File: config.mk
export PLATFORM = sky130hd
export DESIGN_NAME = ufc_top
export DESIGN_NICKNAME = d
export VERILOG_FILES = /design/src/common/ufc_pkg.sv /design/src/core/ufc_top.sv
export SDC_FILE = /design/constraint.sdc
export NUM_CORES = 1
export LEC_CHECK = 0
export BUFFER_PORTS_ARGS = -buffer_cell sky130_fd_sc_hd__buf_4
export CORE_UTILIZATION = 56
export DETAILED_ROUTE_END_ITERATION = 7
export GPL_TIMING_DRIVEN = 0
export PLACE_DENSITY = 0.77
export SYNTH_ARGS = -nofsm -noshare
export SYNTH_HDL_FRONTEND = slang
export SYNTH_SLANG_ARGS = --single-unit
File: constraint.sdc
create_clock -name mclk -period 4.3 [get_ports mclk]
set_clock_uncertainty 0.15 [all_clocks]
set_input_delay 0.215 -clock mclk [delete_from_list [all_inputs] [get_ports mclk]]
set_output_delay 0.215 -clock mclk [all_outputs]
set_load 0.05 [all_outputs]
File: src/common/ufc_pkg.sv
// constants, layouts and state type of the fifo control block
package ufc_pkg;
  localparam int          DEPTH       = 16;
  localparam logic [4:0]  FIFO_FULL   = 5'h10;
  // byte addresses of the register words
  localparam logic [4:0]  REG_CTRL    = 5'h00;
  localparam logic [4:0]  REG_COUNT   = 5'h04;
  localparam logic [4:0]  REG_TXDATA  = 5'h08;
  localparam logic [4:0]  REG_RXDATA  = 5'h0C;
  localparam logic [4:0]  REG_STATUS  = 5'h10;
  localparam logic [4:0]  REG_BAUD    = 5'h14;
  // fifo_control fields
  localparam logic [7:0]  CTRL_RST    = 8'h00;
  localparam int          B_LOOP      = 0;
  localparam int          B_RXFL      = 1;
  localparam int          B_TXFL      = 2;
  localparam int          B_MCE       = 3;
  localparam int          F_TTRG      = 4;
  localparam int          F_RTRG      = 6;
  // fifo_occupancy_count fields
  localparam int          CNT_TX_LSB  = 8;
  localparam int          CNT_RX_LSB  = 0;
  // status bits
  localparam int          S_RXLVL     = 0;
  localparam int          S_TXLOW     = 1;
  localparam int          S_CTSOK     = 2;
  localparam int          S_TXFULL    = 3;
  localparam int          S_RXEMPTY   = 4;
  // baud config fields
  localparam int          BAUD_PRE    = 8;
  localparam int          BAUD_EXT    = 10;
  // trigger levels
  localparam logic [4:0]  RX_TRIG_0   = 5'h01;
  localparam logic [4:0]  RX_TRIG_1   = 5'h04;
  localparam logic [4:0]  RX_TRIG_2   = 5'h08;
  localparam logic [4:0]  RX_TRIG_3   = 5'h0E;
  localparam logic [4:0]  TX_TRIG_0   = 5'h08;
  localparam logic [4:0]  TX_TRIG_1   = 5'h04;
  localparam logic [4:0]  TX_TRIG_2   = 5'h02;
  localparam logic [4:0]  TX_TRIG_3   = 5'h01;
  localparam logic [4:0]  RTS_STOP    = 5'h0F;
  // timing: bit rate is mclk/32 at divisor 0, 16 samples per bit
  localparam int          CLK_HZ      = 100000000;
  localparam int          INT_DIV     = 32;
  localparam logic [3:0]  SAMP_LAST   = 4'hF;
  localparam logic [15:0] SAMP_BASE   = 16'(INT_DIV / 16);

  typedef struct packed {
    logic [7:0]            ctrl;
    logic [7:0]            baud_div;
    logic [1:0]            baud_pre;
    logic                  ext_clk;
    logic [15:0][7:0]      txmem;
    logic [3:0]            tx_rd;
    logic [3:0]            tx_wr;
    logic [4:0]            tx_cnt;
    logic [15:0][7:0]      rxmem;
    logic [3:0]            rx_rd;
    logic [3:0]            rx_wr;
    logic [4:0]            rx_cnt;
    logic [1:0][7:0]       rxb;
    logic [1:0]            rxb_cnt;
    logic [15:0]           tick_cnt;
    logic [3:0]            samp_cnt;
    logic [1:0]            rxd_s;
    logic [1:0]            cts_s;
    logic [2:0]            sck_s;
    logic                  ack;
    logic                  waitrequest;
    logic [31:0]           readdata;
    logic                  tx_valid;
    logic [7:0]            tx_data;
    logic                  rx_in_ready;
    logic                  rx_serial;
    logic                  txd;
    logic                  rts_n;
    logic                  rx_level;
    logic                  tx_low;
    logic                  sample_tick;
    logic                  bit_tick;
  } ufc_state_t;

  function automatic logic [4:0] rx_trig(input logic [1:0] s);
    case (s)
      2'h0:    rx_trig = RX_TRIG_0;
      2'h1:    rx_trig = RX_TRIG_1;
      2'h2:    rx_trig = RX_TRIG_2;
      default: rx_trig = RX_TRIG_3;
    endcase
  endfunction

  function automatic logic [4:0] tx_trig(input logic [1:0] s);
    case (s)
      2'h0:    tx_trig = TX_TRIG_0;
      2'h1:    tx_trig = TX_TRIG_1;
      2'h2:    tx_trig = TX_TRIG_2;
      default: tx_trig = TX_TRIG_3;
    endcase
  endfunction
endpackage

File: src/core/ufc_top.sv
// fifo control, occupancy count, handshake, loop-back and baud ticks
//
// Implementation choices: the Avalon-MM interface to the registers and the register offsets.
`timescale 1ns/1ns
`default_nettype none

// Contract
// - rx flag when count exceeds trigger
// - tx flag when count below trigger
// - handshake off: cts active, rts low
// - tx flush empties transmit fifo
// - rx flush empties receive fifo
// - reset or standby clears control, fifos
// - control register always readable, writable; a control write during standby is lost, standby clears it to CTRL_RST
// - loop-back feeds transmit into receive
// - count register: tx high, rx low
// - tx count bits 12..8, rest zero
// - rx count bits 4..0, rest zero
// - count register always readable
// - internal divisor zero gives mclk/32
// - external clock /16, max mclk/4
module ufc_top (
  // clock and reset
  input  wire logic        mclk,
  input  wire logic        reset_n,
  input  wire logic        standby,
  // avalon-mm slave
  input  wire logic [4:0]  address,
  input  wire logic        read,
  input  wire logic        write,
  input  wire logic [31:0] writedata,
  input  wire logic [3:0]  byteenable,
  output logic      [31:0] readdata,
  output logic             waitrequest,
  // to transmit shift register
  output logic             tx_valid,
  output logic      [7:0]  tx_data,
  input  wire logic        tx_ready,
  input  wire logic        txd_shift,
  // from receive shift register
  input  wire logic        rx_in_valid,
  input  wire logic [7:0]  rx_in_data,
  output logic             rx_in_ready,
  output logic             rx_serial,
  // pins
  input  wire logic        rxd,
  input  wire logic        cts_n,
  input  wire logic        sck,
  output logic             txd,
  output logic             rts_n,
  // flags and ticks
  output logic             rx_level_reached_flag,
  output logic             tx_level_low_flag,
  output logic             sample_tick,
  output logic             bit_tick
);
  ufc_pkg::ufc_state_t q;
  ufc_pkg::ufc_state_t n;

  logic        wr_go;
  logic        rd_go;
  logic        cts_ok;
  logic        tx_push;
  logic        tx_pop;
  logic        rx_drain;
  logic        rx_push;
  logic        rx_pop;
  logic        tick;
  logic [15:0] lim;
  logic [31:0] rdval;

  always_comb begin
    n = q;
    // pins pass two flops before anything reads them
    n.rxd_s = {q.rxd_s[0], rxd};
    n.cts_s = {q.cts_s[0], cts_n};
    n.sck_s = {q.sck_s[1:0], sck};
    cts_ok = !q.ctrl[ufc_pkg::B_MCE] || !q.cts_s[1];

    // register read mux, sampled when the request is first seen
    rdval = 32'h0000_0000;
    unique case (address)
      ufc_pkg::REG_CTRL:   rdval[7:0] = q.ctrl;
      ufc_pkg::REG_COUNT: begin
        // upper bits of each byte stay zero
        rdval[ufc_pkg::CNT_TX_LSB +: 5] = q.tx_cnt;
        rdval[ufc_pkg::CNT_RX_LSB +: 5] = q.rx_cnt;
      end
      ufc_pkg::REG_RXDATA: begin
        if (q.rx_cnt != 5'h00) begin
          rdval[7:0] = q.rxmem[q.rx_rd];
        end
      end
      ufc_pkg::REG_STATUS: begin
        rdval[ufc_pkg::S_RXLVL]   = q.rx_level;
        rdval[ufc_pkg::S_TXLOW]   = q.tx_low;
        rdval[ufc_pkg::S_CTSOK]   = cts_ok;
        rdval[ufc_pkg::S_TXFULL]  = q.tx_cnt == ufc_pkg::FIFO_FULL;
        rdval[ufc_pkg::S_RXEMPTY] = q.rx_cnt == 5'h00;
      end
      ufc_pkg::REG_BAUD: begin
        rdval[7:0]                  = q.baud_div;
        rdval[ufc_pkg::BAUD_PRE +: 2] = q.baud_pre;
        rdval[ufc_pkg::BAUD_EXT]    = q.ext_clk;
      end
      default: rdval = 32'h0000_0000;
    endcase

    // one wait cycle, then the answer; side effects at completion edge
    n.ack         = 1'b0;
    n.waitrequest = 1'b1;
    if (!q.ack && (read || write)) begin
      n.ack         = 1'b1;
      n.waitrequest = 1'b0;
      n.readdata    = read ? rdval : 32'h0000_0000;
    end
    wr_go = q.ack && write;
    rd_go = q.ack && read;

    // register writes, accepted in any operating state except a control write during standby, which standby overrides
    if (wr_go && address == ufc_pkg::REG_CTRL && byteenable[0]) begin
      n.ctrl = writedata[7:0];
    end
    if (wr_go && address == ufc_pkg::REG_BAUD) begin
      if (byteenable[0]) begin
        n.baud_div = writedata[7:0];
      end
      if (byteenable[1]) begin
        n.baud_pre = writedata[ufc_pkg::BAUD_PRE +: 2];
        n.ext_clk  = writedata[ufc_pkg::BAUD_EXT];
      end
    end

    // transmit fifo; a write to a full fifo is dropped
    tx_push = wr_go && address == ufc_pkg::REG_TXDATA && byteenable[0]
              && q.tx_cnt != ufc_pkg::FIFO_FULL;
    tx_pop  = q.tx_valid && tx_ready;
    if (tx_push) begin
      n.txmem[q.tx_wr] = writedata[7:0];
      n.tx_wr          = q.tx_wr + 4'h1;
    end
    if (tx_pop) begin
      n.tx_rd = q.tx_rd + 4'h1;
    end
    n.tx_cnt = 5'(q.tx_cnt + {4'h0, tx_push} - {4'h0, tx_pop});

    // receive: two-entry buffer ahead of the fifo absorbs a full fifo
    rx_drain = q.rxb_cnt != 2'h0 && q.rx_cnt != ufc_pkg::FIFO_FULL;
    rx_push  = rx_in_valid && q.rx_in_ready;
    rx_pop   = rd_go && address == ufc_pkg::REG_RXDATA && q.rx_cnt != 5'h00;
    if (rx_drain) begin
      n.rxmem[q.rx_wr] = q.rxb[0];
      n.rx_wr          = q.rx_wr + 4'h1;
      n.rxb[0]         = q.rxb[1];
    end
    if (rx_push) begin
      n.rxb[2'(q.rxb_cnt - {1'b0, rx_drain})] = rx_in_data;
    end
    n.rxb_cnt = 2'(q.rxb_cnt + {1'b0, rx_push} - {1'b0, rx_drain});
    if (rx_pop) begin
      n.rx_rd = q.rx_rd + 4'h1;
    end
    n.rx_cnt = 5'(q.rx_cnt + {4'h0, rx_drain} - {4'h0, rx_pop});

    // standby clears control, and through the flushes below, the fifos
    if (standby) begin
      n.ctrl = ufc_pkg::CTRL_RST;
    end
    // flush acts on the edge that sets it and as long as it stays set
    if (standby || n.ctrl[ufc_pkg::B_TXFL]) begin
      n.tx_rd  = 4'h0;
      n.tx_wr  = 4'h0;
      n.tx_cnt = 5'h00;
    end
    // flush drops words still in the front buffer too
    if (standby || n.ctrl[ufc_pkg::B_RXFL]) begin
      n.rx_rd   = 4'h0;
      n.rx_wr   = 4'h0;
      n.rx_cnt  = 5'h00;
      n.rxb_cnt = 2'h0;
    end

    // outputs registered from the next state
    n.tx_data     = n.txmem[n.tx_rd];
    // cts is checked every cycle; valid may fall while cts is high
    // new enable, so the offer follows a handshake change on the same edge
    n.tx_valid    = n.tx_cnt != 5'h00
                    && (!n.ctrl[ufc_pkg::B_MCE] || !q.cts_s[1]);
    n.rx_in_ready = n.rxb_cnt != 2'h2;
    n.rx_level    = n.rx_cnt > ufc_pkg::rx_trig(n.ctrl[ufc_pkg::F_RTRG +: 2]);
    n.tx_low      = n.tx_cnt < ufc_pkg::tx_trig(n.ctrl[ufc_pkg::F_TTRG +: 2]);
    n.rts_n       = n.ctrl[ufc_pkg::B_MCE] && n.rx_cnt >= ufc_pkg::RTS_STOP;
    // pin held at mark while looped so the peer sees an idle line
    n.txd         = n.ctrl[ufc_pkg::B_LOOP] ? 1'b1 : txd_shift;
    n.rx_serial   = n.ctrl[ufc_pkg::B_LOOP] ? txd_shift : q.rxd_s[1];

    // sample tick: 16 per bit; internal period 2*(div+1)*4^pre cycles
    lim = 16'(((({8'h00, q.baud_div} + 16'h0001) << {q.baud_pre, 1'b0})
          * ufc_pkg::SAMP_BASE) - 16'h0001);
    tick = 1'b0;
    if (q.ext_clk) begin
      // sck rising edge; needs sck at most mclk/4 to be seen
      tick       = q.sck_s[1] && !q.sck_s[2];
      n.tick_cnt = 16'h0000;
    end else if (q.tick_cnt >= lim) begin
      tick       = 1'b1;
      n.tick_cnt = 16'h0000;
    end else begin
      n.tick_cnt = q.tick_cnt + 16'h0001;
    end
    n.sample_tick = tick;
    n.bit_tick    = tick && q.samp_cnt == ufc_pkg::SAMP_LAST;
    if (tick) begin
      n.samp_cnt = q.samp_cnt + 4'h1;
    end
  end

  always_ff @(posedge mclk or negedge reset_n) begin
    if (!reset_n) begin
      q             <= '0;
      q.waitrequest <= 1'b1;
      q.rxd_s       <= 2'h3;
      q.cts_s       <= 2'h3;
      q.tx_low      <= 1'b1;
      q.rx_in_ready <= 1'b1;
      q.rx_serial   <= 1'b1;
      q.txd         <= 1'b1;
    end else begin
      q <= n;
    end
  end

  assign readdata              = q.readdata;
  assign waitrequest           = q.waitrequest;
  assign tx_valid              = q.tx_valid;
  assign tx_data               = q.tx_data;
  assign rx_in_ready           = q.rx_in_ready;
  assign rx_serial             = q.rx_serial;
  assign txd                   = q.txd;
  assign rts_n                 = q.rts_n;
  assign rx_level_reached_flag = q.rx_level;
  assign tx_level_low_flag     = q.tx_low;
  assign sample_tick           = q.sample_tick;
  assign bit_tick              = q.bit_tick;
endmodule
`default_nettype wire

* Yosys cells after proc, flatten, opt, wreduce, memory -nomap -nowiden
Cells that the tools add are included. Widths: inputs -> output; s select.
Word-level totals: output and inout port bits 50, bits in registers 397, input bits 60
Operators by class: equality and inequality tests 14, muxes and demuxes 40, add/sub/neg operators 15, order comparisons 12, reduce and logical (&&, ||, !) cells 43, shifts and indexed selects 1
Operators with widths (count):
- $bwmux 128 | 2
- $mux 128 | 1
- $mux 8 | 10
- $bmux 8 s4 | 2
- $demux 8 s4 | 2
- $mux 13 | 3
- $mux 34 | 1
- $mux 16 | 2
- $pmux 5 s5 | 1
- $pmux 4 s3 | 2
- $logic_and 1x1->1 | 21
- $add 4x1->4 const B | 5
- $lt 4x5->1 const B | 4
- $add 16x1->16 const B | 1
- $bwmux 16 | 1
- $ge 16x16->1 | 1
- $mux 4 | 4
- $sub 16x1->16 const B | 1
- $eq 5x5->1 const B | 3
- $shl 9x3->15 | 1
- $add 5x1->5 | 2
- $eq 5x4->1 const B | 2
- $logic_not 5->1 | 2
- $ne 5x5->1 const B | 2
- other kinds (26) | 49

* Depth between registers and ports, before layout
word-level depth 9, depth in mapped cells 21

* Least setup slack after synthesis
No wires, ideal clock.
path kind reg2reg, from register q[379] (netlist bit), to register q[59] (netlist bit), buffers on the path 3, cell stages (with the launch flop) 20, setup slack -0.195 ns, arrival 4.220 ns, data required time 4.025 ns, cells stage by stage dfrtp_1 -> clkbuf_1 -> clkbuf_1 -> clkbuf_1 -> or3_1 -> ha_1 -> a21boi_0 -> o311ai_0 -> or3_1 -> or3_1 -> o211ai_1 -> ha_1 -> a21oi_1 -> nor2b_1 -> o21ai_0 -> nand2b_1 -> a221oi_1 -> o21ai_1 -> nand2_1 -> mux2_2
On the way: longest elaborated chain between the ends 5
RTL lines:
- start: declaration | line ufc_top.sv:57 | ufc_pkg::ufc_state_t q;
- start signal: assignment | line ufc_top.sv:229 | q <= n;
- $shl 9x3->15 | line ufc_top.sv:198 | lim = 16'(((({8'h00, q.baud_div} + 16'h0001) << {q.baud_pre, 1'b0})
- $sub 16x1->16 | line ufc_top.sv:199 | * ufc_pkg::SAMP_BASE) - 16'h0001);
- $ge 16x16->1 | line ufc_top.sv:205 | end else if (q.tick_cnt >= lim) begin
- $mux 1 | line ufc_top.sv:205
- $mux 1 | line ufc_top.sv:201 | if (q.ext_clk) begin
No other way between the ends. A chain may end at the register's enable or synchronous reset.

* Worst setup path after layout
from register q[382] (netlist bit), to register q[59] (netlist bit)
On the way: longest elaborated chain between the ends 6
RTL lines (line):
- $add 8x1->9 | ufc_top.sv:198
- $shl 9x3->15 | ufc_top.sv:198
- $sub 16x1->16 | ufc_top.sv:199
- $ge 16x16->1 | ufc_top.sv:205
- $mux 1 | ufc_top.sv:205
- $mux 1 | ufc_top.sv:201
No other way between the ends.

==> metrics.csv <==
metric,value,unit
"Net count, final",2011,
Placed Cells,2271,
Power Dens Cells,489,nW/um^2
critical path capture point type,flop,
dpl ws,-0.574,ns
CP Data Required Time,4.62,ns
placer congestion estimate,0.977,
synth warn,0,
total track usage,29.3,%
CORE AREA,34500,sq um
storage element area,9470,sq um
H-Tree Depth,2,
final worst setup slack,0.156,ns
Reg power frac,39.2,%
initial antenna violation count,1,
"FF+latch count, synth",378,
Worst Tran Pin Value,1.21,ns
Peak Freq,0.241,GHz
CTS tree,done,
Mean Syn Cell Area,11.4,sq um
logic gate share of total power,27.2,%
Die Span X,189,microns
share of cells above drive strength 1,28.3,%
global-route wire length before repair,80.9,mm
fin. max-slew vios,0,
drt first pass iters,5,
Sink Count,378,
kind of start point of the critical path,flop,
# fillers,2616,
Post-route DRC,0,
MaxCap Viol Count,0,
Hold Fails Final Rpt,0,
ANT nets after route,0,
GR Overflow Total,0,
Via Count,14500,
Max-slew headroom,18.8,%
crit path kind,reg2reg,
Die H,189,microns
CP max FO,5,
"EDFF count, synth",0,
outcome,completed,
clock share of power,33.6,%
minimum clock period,4.14,ns
Synth-to-Final Area Change,16.4,%
switch share,32.5,%
post-synthesis cell area,19600,sq um
prevailing post-synth register cell,dfrtp_1,
I/O Buffers,65,
Synth cell types,83,
"area leader, netlist",dfrtp_1,
Initial Util,56.9,%
"Reg clk slew, reported paths",0.06,ns
"top cells by count, synth","dfrtp_1, mux2_2, nand2_1",
post-synth top area share,47.0,%
gate count of the mapped netlist,1730,
CTS Root Cell,clkbuf_16,
worst vdd ir,0.390,mV
asr flop ratio synth,100,%
vias in the first global route,14300,
Overall Power,11.2,mW
synth top area cells,"dfrtp_1, mux2_2, mux4_2",
I/O pin count,110,
RSZ-0062 raised after global routing,yes,
Finished Layout Cells,2385,
WL per Instance,21.6,microns
register area share after synthesis,48.2,%
largest net degree at the start of global routing,118,
number of CTS-inserted buffers,41,
Multi-input gate area,9380,sq um
CTS Buffer Depth,3,
row cnt,68,
final WL,51.6,mm
most common cell in the netlist,dfrtp_1,
Int Pwr,7.55,mW
Leak,10.6,nW
period utilization,96.4,%
placed wire-length estimate,35.3,mm
die area,35800,sq um
"Setup violations, final",0,
Setup TNS,0,ns
class of the worst hold path,in2reg,
crit path DAT,4.46,ns
worst-skew pair later-pin latency,0.59,ns
Initial DRC Count,1274,
Via density,6.06,
ANT cells,0,
sw power,3.63,mW
-- final cells by class --
| cell class | count | share of cell area [%] |
|---|---|---|
| buffer | 142 | 3.56 |
| clock buffer | 59 | 5.26 |
| clock inverter | 16 | 1.18 |
| inverter | 48 | 0.842 |
| multi-input combinational | 1177 | 41.0 |
| sequential | 378 | 41.4 |
| tap | 455 | 2.49 |
| timing repair buffer | 110 | 4.25 |
-- stage by stage --
step / util, % / hold WS, ns / cell area (sq um)
6_report: 66.2 / 0.0109 / 22900
5_1_grt: 66.2 / 0.0133 / 22900
4_1_cts: 65.9 / 0.0000528 / 22800
3_5_place_dp: 60.4 / 0.00735 / 20900
3_3_place_gp: 60.1 / 0.174 / 20800
2_1_floorplan: - / -0.231 / 19700
-- worst max-delay path, cell delays in order, from the launching register on --
cell and delay (ns):
dfrtp_1 0.40, buf_4 0.14, and4_4 0.23, a21boi_1 0.10, nor3b_2 0.29, o32ai_2 0.15
or4_1 0.51, buf_2 0.16, or4_4 0.42, o21a_1 0.20, ha_1 0.29, a21o_1 0.19
a211oi_2 0.20, o21ai_2 0.15, nand2_2 0.09, mux2_2 0.33
-- state kept, by name, summed over array words and instances, names as in the netlist --
register / flops
rx_in_ready: 1
sample_tick: 1
rx_level_reached_flag: 1
tx_data: 8
waitrequest: 1
tx_valid: 1
rx_serial: 1
txd: 1
q: 343
rts_n: 1
bit_tick: 1
tx_level_low_flag: 1
readdata: 13
n: 4
-- worst paths after layout --
check / start / end / slack, ns / cells after the start
min in group asynchronous: reset_n / q[88] / 0.49 / 3
min reg2reg: n[57] / q[57] / 0.20 / 0
min: address[3] / readdata[4] / 0.01 / 4
max: q[382] / q[59] / 0.16 / 15
max reg2reg: q[382] / q[59] / 0.16 / 15
max in group asynchronous: reset_n / q[67] / 1.74 / 4
-- repair_timing --
action                                  in CTS  in global routing
endpoints found under the setup margin      24                 25
hold buffers                                31                  0
pin swaps                                    2                  7
buffers inserted                             6                  5
gates resized for setup                     24                 35
hold endpoints to repair                   314                  0
-- routing by layer --
metal | vias to the layer above | part of all wire, % | GRT usage [%]
li1 | 6524 | - | -
met1 | 7327 | 42 | 40.7
met2 | 511 | 47 | 46.1
met3 | 99 | 7.2 | 5.82
met4 | 2 | 3.1 | 10.3
met5 | - | 0.025 | 0
-- layout by cell type, fill, tap and decap left out, types with 9 or more instances in the layout --
master,instances
conb_1,19
o21ai_0,72
nand2_1,159
ha_1,50
clkbuf_1,71
nand2b_1,9
o21ai_1,9
dfrtp_1,367
inv_1,47
o22ai_1,15
or3_1,17
xor2_1,26
o221ai_1,19
mux2i_1,28
buf_4,119
xnor2_1,29
dlygate4sd3_1,31
nand3_1,46
a21o_1,12
nand4_1,20
o211ai_1,10
buf_6,11
mux2_2,220
clkbuf_8,11
nor2_1,122
nor3_1,35
mux4_2,46
clkbuf_16,41
a21oi_1,39
a22oi_1,9
dfstp_2,9
and3_1,13
buf_2,13
-- logic make-up after synthesis --
logic type / synth area share [%]
mux: 19.8
compound gates: 9.19
xor+xnor: 2.45
fa+ha+maj: 3.45
buf+inv: 4.99
other cells: 0.0191
simple gates: 11.9
flops: 48.2
-- power by group through the flow --
stage,clock (mW),sequential (mW),combinational [mW]
final,3.76,4.38,3.04
after global routing,3.95,4.43,3.30
after CTS,3.80,4.37,2.98
after detailed placement,0,4.43,2.87
after global placement,0,4.40,2.77
after floorplan,0,4.38,2.04
No activity file was read; power rests on OpenSTA's default activity.
